## src/pkg/refmode_defines.vh

```
// Contract
// automatic needs both mode selects high, selector low
// short primary loss: holdover, primary kept
// guard expired, secondary good: go secondary normal
// primary recovers: back to primary normal
// holdover first; early recovery means no switch
// holdover step 50 ns, return step 200 ns
// correction off: realign, no accumulated offset
// brief holdover: controller keeps correction off; here tie_correction_enable just follows the guard input
// guard level enables correction holdover-to-normal
// reset held low longer than 300 ns
// freerun applies no reference correction
// guard input synchronised; high permits switching
`ifndef REFMODE_DEFINES_VH
`define REFMODE_DEFINES_VH

// ----------------------------------------------------------------
// register map (byte addresses)
// ----------------------------------------------------------------
`define CTRL_OFFSET 8'h00
`define STATUS_OFFSET 8'h04
`define PHASE_OFFSET 8'h08
`define CTRL_RESET 4'h0

// ctrl fields
`define CTRL_OVERRIDE_BIT 0
`define CTRL_MS_LOW_BIT 1
`define CTRL_MS_HIGH_BIT 2
`define CTRL_REF_SEL_BIT 3

// ----------------------------------------------------------------
// states
// ----------------------------------------------------------------
`define ST_PRI_NORMAL 3'h0
`define ST_PRI_HOLD 3'h1
`define ST_SEC_NORMAL 3'h2
`define ST_SEC_HOLD 3'h3
`define ST_FREERUN 3'h4

// ----------------------------------------------------------------
// timing
// ----------------------------------------------------------------
`define CLK_PERIOD_NS 100
`define HOLD_STEP_NS 8'h32
`define NORMAL_STEP_NS 8'hC8
// step windows in hclk cycles, rounded up from the limits over one period
`define HOLD_STEP_CYC 2'h1
`define NORMAL_STEP_CYC 2'h2

`endif

```

## src/logic/pin_sync.v

```verilog
`timescale 1ns/10ps
`include "refmode_defines.vh"

module pin_sync #(
	parameter WIDTH = 6
)
(
	input wire hclk,
	input wire hresetn,
	input wire [WIDTH-1:0] pin_in,
	output wire [WIDTH-1:0] level_out
);

	// ----------------------------------------------------------------
	// three stages; a change counts once stages two and three agree
	// ----------------------------------------------------------------
	genvar i;
	generate
		for (i = 0; i < WIDTH; i = i + 1)
		begin : g_bit
			reg s1_reg;
			reg s2_reg;
			reg s3_reg;
			reg level_reg;
			always @(posedge hclk or negedge hresetn)
			begin
				if (!hresetn)
				begin
					s1_reg <= 1'b0;
					s2_reg <= 1'b0;
					s3_reg <= 1'b0;
					level_reg <= 1'b0;
				end
				else
				begin
					s1_reg <= pin_in[i];
					s2_reg <= s1_reg;
					s3_reg <= s2_reg;
					if (s2_reg == s3_reg)
						level_reg <= s3_reg;
				end
			end
			assign level_out[i] = level_reg;
		end
	endgenerate

endmodule

```

## src/logic/reference_mode_controller.v

```verilog
// The implementer's own choices: the register offsets and the AHB-Lite slave port.
`timescale 1ns/10ps
`include "refmode_defines.vh"

module reference_mode_controller
(
	input wire hclk,
	input wire hresetn,
	input wire hsel,
	input wire [7:0] haddr,
	input wire [1:0] htrans,
	input wire hwrite,
	input wire [2:0] hsize,
	input wire [31:0] hwdata,
	input wire hready,
	output wire [31:0] hrdata,
	output wire hreadyout,
	output wire hresp,
	input wire primary_loss_indication,
	input wire secondary_loss_indication,
	input wire guard_time_input,
	input wire mode_select_low,
	input wire mode_select_high,
	input wire reference_selector,
	output wire secondary_selected,
	output wire holdover_active,
	output wire freerun_active,
	output wire reference_correction_enable,
	output wire tie_correction_enable,
	output wire phase_realign,
	output wire phase_step_active,
	output wire [7:0] phase_step_limit_ns
);

	// ----------------------------------------------------------------
	// pin synchronisers
	// ----------------------------------------------------------------
	wire [5:0] pins_sync;
	wire los_pri;
	wire los_sec;
	wire guard_expired;
	wire pin_ms_low;
	wire pin_ms_high;
	wire pin_ref_sel;

	pin_sync #(
		.WIDTH(6)
	) u_sync (
		.hclk(hclk),
		.hresetn(hresetn),
		.pin_in({reference_selector, mode_select_high, mode_select_low,
			guard_time_input, secondary_loss_indication, primary_loss_indication}),
		.level_out(pins_sync)
	);

	assign los_pri = pins_sync[0];
	assign los_sec = pins_sync[1];
	assign guard_expired = pins_sync[2];
	assign pin_ms_low = pins_sync[3];
	assign pin_ms_high = pins_sync[4];
	assign pin_ref_sel = pins_sync[5];

	// ----------------------------------------------------------------
	// ahb-lite slave
	// ----------------------------------------------------------------
	reg [3:0] ctrl_reg;
	reg wr_pend_reg;
	reg [7:0] wr_addr_reg;
	reg [31:0] rdata_reg;
	reg [2:0] state_reg;
	reg [2:0] state_next;
	reg [15:0] offset_reg;
	reg [7:0] step_limit_reg;
	reg [1:0] step_timer_reg;
	reg realign_reg;
	reg tie_latched_reg;

	wire access;
	assign access = hsel && htrans[1] && hready;

	// read data captured in the address phase: a read directly after a
	// write to the same register returns the old value
	always @(posedge hclk or negedge hresetn)
	begin
		if (!hresetn)
		begin
			ctrl_reg <= `CTRL_RESET;
			wr_pend_reg <= 1'b0;
			wr_addr_reg <= 8'h00;
			rdata_reg <= 32'h00000000;
		end
		else
		begin
			wr_pend_reg <= access && hwrite;
			if (access)
				wr_addr_reg <= haddr;
			if (wr_pend_reg && wr_addr_reg == `CTRL_OFFSET)
				ctrl_reg <= hwdata[3:0];
			if (access && !hwrite)
			begin
				case (haddr)
					`CTRL_OFFSET: rdata_reg <= {28'h0000000, ctrl_reg};
					`STATUS_OFFSET: rdata_reg <= {18'h00000, pins_sync, 4'h0, tie_latched_reg,
						state_reg};
					`PHASE_OFFSET: rdata_reg <= {8'h00, step_limit_reg, offset_reg};
					default: rdata_reg <= 32'h00000000;
				endcase
			end
		end
	end

	assign hrdata = rdata_reg;
	assign hreadyout = 1'b1;
	assign hresp = 1'b0;

	// ----------------------------------------------------------------
	// mode sources: software override or pins
	// ----------------------------------------------------------------
	wire ms_low;
	wire ms_high;
	wire ref_sel;
	wire auto_mode;

	assign ms_low = ctrl_reg[`CTRL_OVERRIDE_BIT] ? ctrl_reg[`CTRL_MS_LOW_BIT] : pin_ms_low;
	assign ms_high = ctrl_reg[`CTRL_OVERRIDE_BIT] ? ctrl_reg[`CTRL_MS_HIGH_BIT] : pin_ms_high;
	assign ref_sel = ctrl_reg[`CTRL_OVERRIDE_BIT] ? ctrl_reg[`CTRL_REF_SEL_BIT] : pin_ref_sel;
	assign auto_mode = ms_low && ms_high && !ref_sel;

	function is_normal;
		input [2:0] st;
		begin
			is_normal = (st == `ST_PRI_NORMAL) || (st == `ST_SEC_NORMAL);
		end
	endfunction

	function is_hold;
		input [2:0] st;
		begin
			is_hold = (st == `ST_PRI_HOLD) || (st == `ST_SEC_HOLD);
		end
	endfunction

	// ----------------------------------------------------------------
	// state machine
	// ----------------------------------------------------------------
	always @*
	begin
		state_next = state_reg;
		if (auto_mode)
		begin
			case (state_reg)
				`ST_PRI_NORMAL:
					if (los_pri)
						state_next = `ST_PRI_HOLD;
				`ST_PRI_HOLD:
					if (!los_pri)
						state_next = `ST_PRI_NORMAL;
					else if (guard_expired && !los_sec)
						state_next = `ST_SEC_NORMAL;
				`ST_SEC_NORMAL:
					if (!los_pri)
						state_next = `ST_PRI_NORMAL;
					else if (los_sec)
						state_next = `ST_PRI_HOLD;
				default:
					state_next = los_pri ? `ST_PRI_HOLD : `ST_PRI_NORMAL;
			endcase
		end
		else
		begin
			case ({ms_high, ms_low})
				2'b00: state_next = ref_sel ? `ST_SEC_NORMAL : `ST_PRI_NORMAL;
				2'b01: state_next = ref_sel ? `ST_SEC_HOLD : `ST_PRI_HOLD;
				2'b10: state_next = `ST_FREERUN;
				default: state_next = `ST_PRI_HOLD;
			endcase
		end
	end

	// ----------------------------------------------------------------
	// state, phase step window and offset tracking
	// ----------------------------------------------------------------
	wire enter_hold;
	wire leave_hold;
	assign enter_hold = is_normal(state_reg) && is_hold(state_next);
	assign leave_hold = is_hold(state_reg) && is_normal(state_next);

	always @(posedge hclk or negedge hresetn)
	begin
		if (!hresetn)
		begin
			state_reg <= `ST_PRI_NORMAL;
			offset_reg <= 16'h0000;
			step_limit_reg <= 8'h00;
			step_timer_reg <= 2'h0;
			realign_reg <= 1'b0;
			tie_latched_reg <= 1'b0;
		end
		else
		begin
			state_reg <= state_next;
			realign_reg <= 1'b0;
			tie_latched_reg <= guard_expired;
			if (enter_hold)
			begin
				step_limit_reg <= `HOLD_STEP_NS;
				step_timer_reg <= `HOLD_STEP_CYC;
			end
			else if (leave_hold)
			begin
				step_limit_reg <= `NORMAL_STEP_NS;
				step_timer_reg <= `NORMAL_STEP_CYC;
				if (tie_latched_reg)
					offset_reg <= offset_reg + {8'h00, `NORMAL_STEP_NS}; // keeps the 200 ns step
				else
				begin
					offset_reg <= 16'h0000;
					realign_reg <= 1'b1;
				end
			end
			else if (step_timer_reg != 2'h0)
				step_timer_reg <= step_timer_reg - 2'h1;
		end
	end

	// ----------------------------------------------------------------
	// outputs
	// ----------------------------------------------------------------
	assign secondary_selected = (state_reg == `ST_SEC_NORMAL) || (state_reg == `ST_SEC_HOLD);
	assign holdover_active = is_hold(state_reg);
	assign freerun_active = (state_reg == `ST_FREERUN);
	assign reference_correction_enable = is_normal(state_reg);
	assign tie_correction_enable = tie_latched_reg;
	assign phase_realign = realign_reg;
	assign phase_step_active = (step_timer_reg != 2'h0);
	assign phase_step_limit_ns = step_limit_reg;

endmodule

```

## config.mk

```make
export PLATFORM = sky130hd
export DESIGN_NAME = reference_mode_controller
export DESIGN_NICKNAME = d
export VERILOG_FILES = /design/src/logic/pin_sync.v /design/src/logic/reference_mode_controller.v
export VERILOG_INCLUDE_DIRS = /design/src /design/src/pkg
export SDC_FILE = /design/constraint.sdc
export NUM_CORES = 1
export LEC_CHECK = 0
export BUFFER_PORTS_ARGS = -buffer_cell sky130_fd_sc_hd__buf_2
export CELL_PAD_IN_SITES_DETAIL_PLACEMENT = 1
export CELL_PAD_IN_SITES_GLOBAL_PLACEMENT = 2
export CORE_UTILIZATION = 36
export CTS_BUF_LIST = sky130_fd_sc_hd__clkbuf_8
export DETAILED_ROUTE_END_ITERATION = 12
export GPL_ROUTABILITY_DRIVEN = 0
export PLACE_DENSITY = 0.94
export REMOVE_ABC_BUFFERS = 1
export SYNTH_ARGS = -nofsm -noshare
export SYNTH_HDL_FRONTEND = slang
export SYNTH_SLANG_ARGS = --single-unit
```

## constraint.sdc

```tcl
create_clock -name hclk -period 3.78 [get_ports hclk]
set_input_delay 0.189 -clock hclk [delete_from_list [all_inputs] [get_ports hclk]]
set_output_delay 0.189 -clock hclk [all_outputs]
set_load 0.02 [all_outputs]
```

==> reports/qor.csv, run 1 <==
stage,metric,value,unit
cells_and_area,area of the multi-input gates,1240,µm²
setup_path,critical path class,reg2reg,
drt,drt initial violations,87,
synthesis,Post-synth EDFFs,0,
sta,count of final hold-check violations,23,
sta,relative slew slack,0.3551,
setup_path,crit-path max cell delay,520,ps
cells_and_area,area grow syn2layout,15.52,%
die,die area,9775,µm²
die,row count,34,
power,leakage,1.841,nW
die,Core Box Area,8891,µm²
sta,Final Cycle Share,0.6530,
clock_network,Post-CTS Setup Bufs,0,
drt,DR WL/cell,16.42,µm
setup_path,"Largest delay share family, worst path",simple AND/OR/NAND/NOR gates,
global_route,vias in the first global route,2484,
power,PD cells,582.8,nW/µm²
synthesis,main flop type after synthesis,dfrtp_1,
synthesis,mux cell area share after synthesis,0.05185,
drt,highest routed layer,met4,
sta,unrepaired setup endpoints after global routing,false,
clock_network,Clock Latency Late Sink,360,ps
placement,port bufs,58,
sta,Final Setup Violations,0,
synthesis,largest family of logic cells by synthesized area,compound AO/OA/AOI/OAI gates,
die,initial core utilization,0.3800,
drt,DR pass1 iterations,4,
drt,post-route ant nets,0,
synthesis,Post-synth ARST share,1.000,
drt,DR vias,2381,
global_route,initial antenna violation count,0,
setup_path,CP endpoint kind,flop,
cells_and_area,final core occ,0.4389,
cells_and_area,max FFs per register,18,
synthesis,post-synth top area share,0.5704,
clock_network,H-tree Lvls,3,
sta,"Slew Viols, Final",0,
setup_path,critical path data required time,4030,ps
cells_and_area,fin nets,400,
clock_network,"Hold-fix buffers, CTS",6,
global_route,Total GRT Usage,0.1669,
cells_and_area,layout cell share with drive strength beyond 1,0.2622,
status,status,finished with violations,
synthesis,synthesized flop and latch total,77,
die,io pins,105,
cells_and_area,Ant. Diodes,0,
sta,WHS,-30.27,ps
setup_path,Critical path origin,ctrl_reg[0]$_DFFE_PN0P_,
setup_path,worst-path maximum fanout,17,
setup_path,"Cell Chain, Critical Path","nand2b_1, a21boi_0, and3b_1, or2_1, a22o_1",
cells_and_area,# fillers,971,
drt,met2 wire length,3.822,mm
sta,clock period minus worst slack,2468,ps
global_route,Overflow after GRT,0,
synthesis,Syn Std Cell Area,3378,µm²
synthesis,average instance area after synthesis,11.69,µm²
sta,maximum clock frequency,405.1,MHz
die,Die X,98.87,µm
synthesis,sequential share of the synthesized area,0.5704,
job,max capacitance violation total,0,
global_route,largest net degree at the start of global routing,78,
drt,DRC,0,
synthesis,Synth Instances,289,
clock_network,clk sink count,77,
hold_path,HP Class,in2async,
synthesis,most common cell in the synthesized netlist,dfrtp_1,
synthesis,post-synth cell types,48,
status,failing checks,hold timing,
synthesis,Synth Area in Adders,0.02519,
clock_network,CTS buffer count,9,
synthesis,largest cells by area after synthesis,"dfrtp_1 (57%), buf_4 (4.9%), mux2_2 (4.0%), o21ai_0 (3.3%), a22o_1 (2.9%)",
drt,metal1 wirelength,3.285,mm
clock_network,CTS max path bufs,2,
setup_path,worst r2r src,ctrl_reg[0]$_DFFE_PN0P_,
sta,setup_tns,0,ps
power,Max IR drop VDD,0.2301,mV
sta,Clock Skew,9.373,ps
setup_path,startpoint types,flop,
drt,met3 routed WL,286,µm
clock_network,clk slew on worst S/H paths,90,ps
synthesis,cell taking the most area after synthesis,dfrtp_1,
drt,Routed Wire Length,7.470,mm
synthesis,complex-gate fraction of the synthesized area,0.1411,
sta,worst-margin pin slew,967.3,ps
synthesis,Synth Area in Simple Gates,0.1307,
synthesis,Yosys Warn Count,0,
synthesis,Post-synth top cells,"dfrtp_1 (77), nand2_1 (24), buf_4 (22), o21ai_0 (22), mux2_2 (12)",
drt,vias per cell,5.233,
clock_network,CTS tree,yes,
setup_path,WP data arrival,2720,ps
placement,DP Wirelength,5.108,mm
die,Die Ht,98.87,µm
clock_network,clock root cell,clkbuf_8,
synthesis,Post-Synth XOR/XNOR Area,0.002593,
clock_network,"Gates resized, CTS repair",0,
setup_path,Slowest cell on crit path,or2_1,
setup_path,worst path bufs/invs,0,
cells_and_area,Sequential cell area,1927,µm²
global_route,first-pass GRT wire length,12.49,mm
[worst register-to-register path: cells and delay by family (launching register included)]
family,cells,cell delay [ps]
flip-flops,1,510
AND/OR/NAND/NOR,3,1090
AO/OA/AOI/OAI,2,750
[worst paths after layout]
path	end	depth (start not counted)	slack, ps
setup / recovery	offset_reg[12]$_DFFE_PN0P_	5	1310
hold / removal	hrdata[5]$_DFFE_PN0P_	1	-30
setup reg to reg	offset_reg[12]$_DFFE_PN0P_	5	1310
hold reg to reg	u_sync.g_bit[4].s2_reg$_DFF_PN0_	0	360
max in group asynchronous	phase_step_limit_ns[5]$_DFFE_PN0P_	1	3190
min in group hclk	ctrl_reg[2]$_DFFE_PN0P_	2	50
[area by class of cell]
| class | instances | share of cell area |
|---|---|---|
| repair buffers | 65 | 0.09234 |
| flip-flops and latches | 77 | 0.4937 |
| inverters | 8 | 0.007695 |
| multi-input cells | 181 | 0.3177 |
| clock buffers | 9 | 0.03174 |
| clock inverters | 7 | 0.02212 |
| well taps | 108 | 0.03463 |
[cells in the final DEF, fill, tap and decap left out, types with 4 or more instances in the layout]
cell	count
o221ai_1	6
nand3b_1	9
and3_1	5
mux2_2	12
a22oi_1	6
nor2_1	8
a21oi_1	4
dlygate4sd3_1	6
nand2_1	24
nand2b_1	4
o21ai_0	22
buf_2	57
dfrtp_1	77
a22o_1	11
inv_1	8
mux2i_1	4
nor2b_1	5
clkbuf_8	9
maj3_1	6
conb_1	14
[power by group]
part           internal, W  total, W  switching (W)
sequential        0.000939   0.00109       0.000150
combinational     0.000222  0.000518       0.000295
clock             0.000321  0.000667       0.000346
total              0.00148   0.00227       0.000792
[stage by stage]
step | instances | area, µm² | setup slack (ps) | hold slack (ps) | power [W]
finish | 455 | 3902 | 1312 | -30.27 | 0.002274
floorplan | 266 | 3197 | 1742 | -106.6 | 0.001416
detailed placement | 433 | 3632 | 1300 | 299.1 | 0.001618
global placement | 433 | 3632 | 1405 | 297.2 | 0.001575
global route | 455 | 3902 | 1125 | 31.98 | 0.002408
CTS | 455 | 3902 | 1313 | 6.433 | 0.002302
[metal layers]
metal	vias up	GRT usage
met3	8	0.04752
met4	0	0.05511
met5	-	0
met1	1214	0.2058
met2	53	0.2819
li1	1106	-
[cells by family after synthesis]
group	Yosys count
AO/OA/AOI/OAI	68
multiplexers	16
flip-flops	77
other	2
adder cells (fa/ha/maj)	8
AND/OR/NAND/NOR	74
XOR/XNOR	1
buffers and inverters	43
No activity file was read; power rests on OpenSTA's default activity.
==> run 2, diff against run 1 <==
--- a/config.mk
+++ b/config.mk
@@ -9,11 +9,11 @@
 export BUFFER_PORTS_ARGS = -buffer_cell sky130_fd_sc_hd__buf_2
 export CELL_PAD_IN_SITES_DETAIL_PLACEMENT = 1
 export CELL_PAD_IN_SITES_GLOBAL_PLACEMENT = 2
-export CORE_UTILIZATION = 36
+export CORE_UTILIZATION = 33
 export CTS_BUF_LIST = sky130_fd_sc_hd__clkbuf_8
 export DETAILED_ROUTE_END_ITERATION = 12
 export GPL_ROUTABILITY_DRIVEN = 0
-export PLACE_DENSITY = 0.94
+export PLACE_DENSITY = 0.87
 export REMOVE_ABC_BUFFERS = 1
 export SYNTH_ARGS = -nofsm -noshare
 export SYNTH_HDL_FRONTEND = slang
==> constraint.sdc (replaced) <==
create_clock -name hclk -period 2.4 [get_ports hclk]
set_input_delay 0.12 -clock hclk [delete_from_list [all_inputs] [get_ports hclk]]
set_output_delay 0.12 -clock hclk [all_outputs]
set_load 0.02 [all_outputs]
==> run 2 against run 1 <==
Net effect: the run now ends clean; register-to-register slack got worse by 1100 ps; critical path depth unchanged; cell count increased by 8.4%; combinational power grew 61%; clock skew up 2.0 ps; clock-buffer cell count unchanged; hold slack better by 51 ps; wire length shrank 2.7%; sequential share of layout area fell by 1.8 points.
==> reports/qor.csv, run 2 (synthesized netlist as in run 1, its figures left out) <==
stage,metric,value,unit,change
status,status,"complete, no violations",,
job,max capacitance violation total,0,,unchanged
sta,Final Cycle Share,0.9164,,+0.2634
power,Max IR drop VDD,0.4915,mV,+110%
clock_network,clk slew on worst S/H paths,90,ps,about the same
global_route,vias in the first global route,2490,,+0.24%
hold_path,HP Class,in2reg,,
setup_path,critical path data required time,2650,ps,-1380 ps
power,PD cells,882.2,nW/µm²,+51%
cells_and_area,# fillers,1095,,+13%
die,io pins,105,,unchanged
clock_network,"Gates resized, CTS repair",0,,unchanged
clock_network,CTS tree,yes,,
clock_network,Post-CTS Setup Bufs,0,,unchanged
setup_path,CP endpoint kind,flop,,
cells_and_area,max FFs per register,18,,unchanged
sta,unrepaired setup endpoints after global routing,false,,
die,Core Box Area,9864,µm²,+11%
global_route,GR Util met3,0.03696,,-0.01056
die,Die Ht,103.2,µm,+4.4%
drt,DR vias,2399,,+0.76%
sta,worst-margin pin slew,969.4,ps,+2.056 ps
clock_network,CTS max path bufs,2,,unchanged
drt,drt initial violations,71,,-18%
cells_and_area,fin nets,413,,+3.3%
cells_and_area,Sequential cell area,1927,µm²,unchanged
global_route,GR Layer Usage met1,0.1920,,-0.01383
drt,DRC,0,,unchanged
power,leakage,1.899,nW,+3.1%
sta,maximum clock frequency,454.7,MHz,+12%
global_route,Total GRT Usage,0.1559,,-0.01101
setup_path,critical path class,reg2reg,,
clock_network,H-tree Lvls,3,,unchanged
power,NetSw,0.001221,W,+54%
global_route,Top Usage Layer GRT,met2,,
die,initial core utilization,0.3425,,-0.03749
clock_network,CTS buffer count,9,,unchanged
power,switching share of power,0.3414,,-0.006705
sta,count of final hold-check violations,0,,-100%
power,Clock Power Share,0.291,,-0.002
global_route,largest net degree at the start of global routing,78,,unchanged
placement,DP Wirelength,4.985,mm,-2.4%
cells_and_area,layout cell share with drive strength beyond 1,0.2639,,+0.001641
power,Int Pwr,0.002355,W,+59%
global_route,M2 GR Usage,0.2667,,-0.01521
power,Flop pwr share,0.475,,-0.004
sta,relative slew slack,0.3538,,-0.001370
setup_path,WP data arrival,2450,ps,-270 ps
sta,Clock Skew,11.42,ps,+2.046 ps
die,Die X,103.2,µm,+4.4%
power,Comb power frac,0.234,,+0.006
cells_and_area,final instance area,4054,µm²,+3.9%
setup_path,worst-path maximum fanout,17,,unchanged
sta,setup_tns,0,ps,unchanged
cells_and_area,area of the multi-input gates,1240,µm²,unchanged
cells_and_area,Ant. Diodes,0,,unchanged
clock_network,clk sink count,77,,unchanged
die,die area,10650,µm²,+8.9%
drt,DR pass1 iterations,4,,unchanged
global_route,initial antenna violation count,0,,unchanged
clock_network,clock root cell,clkbuf_8,,
sta,Final Setup Violations,0,,unchanged
drt,post-route ant nets,0,,unchanged
drt,Routed Wire Length,7.270,mm,-2.7%
placement,port bufs,58,,unchanged
die,row count,36,,+5.9%
drt,DR WL/cell,14.75,µm,-10%
global_route,Overflow after GRT,0,,unchanged
sta,clock period minus worst slack,2199,ps,-269.0 ps
sta,WHS,21.06,ps,+51.33 ps
drt,vias per cell,4.866,,-7.0%
clock_network,Clock Latency Late Sink,360,ps,about the same
cells_and_area,area grow syn2layout,20.00,%,
placement,placed inst area,3694,µm²,+1.7%
cells_and_area,most frequent cells in the layout,"dfrtp_1 (77), buf_2 (57), nand2_1 (24)",,
sta,"Slew Viols, Final",0,,unchanged
clock_network,"Hold-fix buffers, CTS",15,,+9
setup_path,startpoint types,flop,,
global_route,first-pass GRT wire length,12.48,mm,about the same
cells_and_area,"commonest non-fill, non-tap cell in the layout",dfrtp_1,,
## run 2: path summary, 6_finish.rpt
| kind | startpoint | cells past startpoint | slack (ps) | to |
|---|---|---|---|---|
| min | haddr[0] | 2 | 20 | wr_addr_reg[0]$_DFFE_PN0P_ |
| max | ctrl_reg[0]$_DFFE_PN0P_ | 5 | 200 | offset_reg[6]$_DFFE_PN0P_ |
| max in group asynchronous | hresetn | 2 | 1330 | hrdata[3]$_DFFE_PN0P_ |
| max reg2reg | ctrl_reg[0]$_DFFE_PN0P_ | 5 | 200 | offset_reg[6]$_DFFE_PN0P_ |
| min in group asynchronous | hresetn | 2 | 450 | hrdata[6]$_DFFE_PN0P_ |
| min reg2reg | u_sync.g_bit[1].s1_reg$_DFF_PN0_ | 0 | 360 | u_sync.g_bit[1].s2_reg$_DFF_PN0_ |
## run 2: area by class of cell
type	instances	share of cell area
flip-flops and latches	77	0.4753
multi-input cells	181	0.3059
well taps	133	0.04105
clock inverters	7	0.02130
repair buffers	78	0.1185
clock buffers	9	0.03056
inverters	8	0.007407
## run 2: routing by layer
metal,vias to the layer above,wire length [µm]
met5,-,0
met4,0,111
met3,9,206
met2,44,3764
met1,1207,3187
li1,1139,-
## run 2: through the flow
step	setup slack, ps	power [W]	utilization	instances
detailed placement	225.3	0.002553	0.3744	462
global placement	234.0	0.002506	0.3744	462
floorplan	362.1	0.002230	-	266
finish	200.5	0.003577	0.4110	493
CTS	197.3	0.003631	0.4110	493
global route	21.92	0.003810	0.4110	493
## run 2: worst max-delay path, cell delays in order, from the launching register on
cell and delay (ps):
dfrtp_1 530, nand2b_1 170, a21boi_0 370, and3b_1 250, or2_1 450, a22o_1 320
## run 2: power groups by stage
stage                     clock (W)  sequential, W  combinational (W)
final                       0.00104        0.00170           0.000835
after global routing        0.00113        0.00174           0.000943
after CTS                   0.00108        0.00170           0.000849
after detailed placement          0        0.00173           0.000827
after global placement            0        0.00171           0.000795
after floorplan                   0        0.00173           0.000497
==> run 3, diff against run 2 <==
--- a/config.mk
+++ b/config.mk
@@ -9,11 +9,11 @@
 export BUFFER_PORTS_ARGS = -buffer_cell sky130_fd_sc_hd__buf_2
 export CELL_PAD_IN_SITES_DETAIL_PLACEMENT = 1
 export CELL_PAD_IN_SITES_GLOBAL_PLACEMENT = 2
-export CORE_UTILIZATION = 33
+export CORE_UTILIZATION = 36
 export CTS_BUF_LIST = sky130_fd_sc_hd__clkbuf_8
 export DETAILED_ROUTE_END_ITERATION = 12
 export GPL_ROUTABILITY_DRIVEN = 0
-export PLACE_DENSITY = 0.87
+export PLACE_DENSITY = 0.94
 export REMOVE_ABC_BUFFERS = 1
 export SYNTH_ARGS = -nofsm -noshare
 export SYNTH_HDL_FRONTEND = slang
==> constraint.sdc (replaced) <==
create_clock -name hclk -period 2.7 [get_ports hclk]
set_input_delay 0.135 -clock hclk [delete_from_list [all_inputs] [get_ports hclk]]
set_output_delay 0.135 -clock hclk [all_outputs]
set_load 0.02 [all_outputs]
==> run 3 against run 2 <==
Net effect: power fell by 13%; clock skew down 5.9 ps; global-route usage rose by 1.4 points; largest cell class unchanged.
==> reports/qor.csv, run 3 (synthesized netlist as in run 1, its figures left out) <==
stage,metric,value,unit,change
status,status,"complete, no violations",,
power,Final Power,0.003124,W,-13%
drt,highest routed layer,met4,,
power,Max IR drop VDD,0.3720,mV,-24%
sta,relative slew slack,0.3439,,-0.009849
cells_and_area,area grow syn2layout,17.63,%,
clock_network,CTS buffer count,9,,unchanged
clock_network,CTS tree,yes,,
cells_and_area,"commonest non-fill, non-tap cell in the layout",dfrtp_1,,
sta,maximum clock frequency,442.7,MHz,-2.6%
setup_path,startpoint types,flop,,
setup_path,WP data arrival,2510,ps,+60 ps
setup_path,critical path data required time,2950,ps,+300 ps
global_route,initial antenna violation count,0,,unchanged
die,io pins,105,,unchanged
die,initial core utilization,0.3800,,+0.03749
power,leakage,1.876,nW,-1.2%
cells_and_area,area of the multi-input gates,1240,µm²,unchanged
die,Die X,98.87,µm,-4.2%
cells_and_area,final instance count without filler cells,464,,-5.9%
sta,count of final hold-check violations,0,,unchanged
setup_path,Slowest cell on crit path,dfrtp_1,,
cells_and_area,# fillers,966,,-12%
sta,unrepaired setup endpoints after global routing,false,,
cells_and_area,fin nets,409,,-0.97%
clock_network,clock root cell,clkbuf_8,,
drt,drt initial violations,99,,+39%
clock_network,CTS max path bufs,2,,unchanged
drt,DR WL/cell,16.43,µm,+11%
setup_path,crit-path max cell delay,520,ps,about the same
power,PD cells,786.2,nW/µm²,-11%
clock_network,clk slew on worst S/H paths,90,ps,about the same
drt,post-route ant nets,0,,unchanged
global_route,Total GRT Usage,0.1703,,+0.01441
drt,DR vias,2418,,+0.79%
die,Die Ht,98.87,µm,-4.2%
die,die area,9775,µm²,-8.2%
setup_path,worst-path maximum fanout,17,,unchanged
sta,worst-margin pin slew,984.1,ps,+14.77 ps
drt,metal1 wirelength,3.360,mm,+5.4%
cells_and_area,most frequent cells in the layout,"dfrtp_1 (77), buf_2 (57), nand2_1 (24)",,
global_route,largest net degree at the start of global routing,78,,unchanged
placement,DP Wirelength,5.233,mm,+5.0%
sta,setup_tns,0,ps,unchanged
drt,met3 routed WL,232,µm,+13%
cells_and_area,Sequential cell area,1927,µm²,unchanged
placement,port bufs,58,,unchanged
job,max capacitance violation total,0,,unchanged
clock_network,clk sink count,77,,unchanged
drt,vias per cell,5.211,,+7.1%
sta,clock period minus worst slack,2259,ps,+59.28 ps
cells_and_area,layout cell share with drive strength beyond 1,0.2640,,about the same
cells_and_area,Ant. Diodes,0,,unchanged
global_route,first-pass GRT wire length,12.88,mm,+3.1%
drt,DRC,0,,unchanged
drt,Routed Wire Length,7.623,mm,+4.9%
setup_path,"Cell Chain, Critical Path","nand2b_1, a21boi_0, and3b_1, or2_1, a22o_1",,
global_route,Overflow after GRT,0,,unchanged
sta,"Slew Viols, Final",0,,unchanged
drt,DR pass1 iterations,4,,unchanged
setup_path,CP endpoint kind,flop,,
setup_path,critical path class,reg2reg,,
clock_network,Clock Latency Late Sink,360,ps,about the same
sta,Final Cycle Share,0.8366,,-0.07987
sta,Final Setup Violations,0,,unchanged
hold_path,HP Class,in2reg,,
placement,placed instance count,436,,-5.6%
drt,met2 wire length,3.916,mm,+4.0%
die,row count,34,,-5.6%
clock_network,H-tree Lvls,3,,unchanged
die,Core Box Area,8891,µm²,-9.9%
global_route,vias in the first global route,2557,,+2.7%
sta,Clock Skew,5.545,ps,-5.874 ps
cells_and_area,max FFs per register,18,,unchanged
-- run 3: cell count changes in the layout (fill, tap and decap cells not counted) --
cell | previous run | this run
buf_4 | 6 | 5
clkinv_8 | 0 | 1
inv_6 | 3 | 2
bufinv_16 | 1 | 0
dlygate4sd3_1 | 15 | 12
inv_8 | 2 | 3
-- run 3: cell type report --
| cell class | instances | area share |
|---|---|---|
| inverter | 8 | 0.007557 |
| tap | 108 | 0.03401 |
| clock inverter | 7 | 0.01889 |
| sequential | 77 | 0.4849 |
| timing repair buffer | 74 | 0.1115 |
| clock buffer | 9 | 0.03117 |
| multi-input combinational | 181 | 0.3120 |
-- run 3: per-stage QoR --
step / util / hold slack, ps / area (µm²) / setup slack, ps
floorplan: - / -160.6 / 3197 / 662.1
global placement: 0.4111 / 243.4 / 3655 / 559.9
detailed placement: 0.4111 / 245.1 / 3655 / 459.3
CTS: 0.4469 / 7.199 / 3974 / 431.3
global route: 0.4469 / 1.564 / 3974 / 242.1
finish: 0.4469 / 21.69 / 3974 / 441.2
-- run 3: layer usage --
| layer | GRT usage | vias up |
|---|---|---|
| met3 | 0.03830 | 12 |
| met2 | 0.2959 | 55 |
| met5 | 0 | - |
| met4 | 0.06200 | 0 |
| li1 | - | 1121 |
| met1 | 0.2073 | 1230 |
-- run 3: path summary, 6_finish.rpt --
kind,start,endpoint,slack (ps),depth (start not counted)
hold reg to reg,u_sync.g_bit[4].s1_reg$_DFF_PN0_,u_sync.g_bit[4].s2_reg$_DFF_PN0_,360,0
hold / removal,haddr[6],wr_addr_reg[6]$_DFFE_PN0P_,20,2
setup / recovery,ctrl_reg[0]$_DFFE_PN0P_,offset_reg[6]$_DFFE_PN0P_,440,5
min in group asynchronous,hresetn,offset_reg[7]$_DFFE_PN0P_,470,2
max in group asynchronous,hresetn,step_timer_reg[1]$_DFFE_PN0P_,1600,2
setup reg to reg,ctrl_reg[0]$_DFFE_PN0P_,offset_reg[6]$_DFFE_PN0P_,440,5
-- run 3: where the power goes --
part	switching, W	internal, W
clock network	0.000506	0.000367
logic	0.000411	0.000322
registers	0.000203	0.00131
total	0.00112	0.00200
-- run 3: critical path, delay by kind of cell (launching register included) --
family             cells  cell delay, ps
and+or+nand+nor        3             880
DFF                    1             520
AOI/OAI and AO/OA      2             750
-- run 3: repair_timing --
action	4_1_cts	5_1_grt
hold buffers	12	0
buffers inserted	0	0
endpoints found under the setup margin	0	0
resized for setup	0	0
hold endpoints to repair	88	0
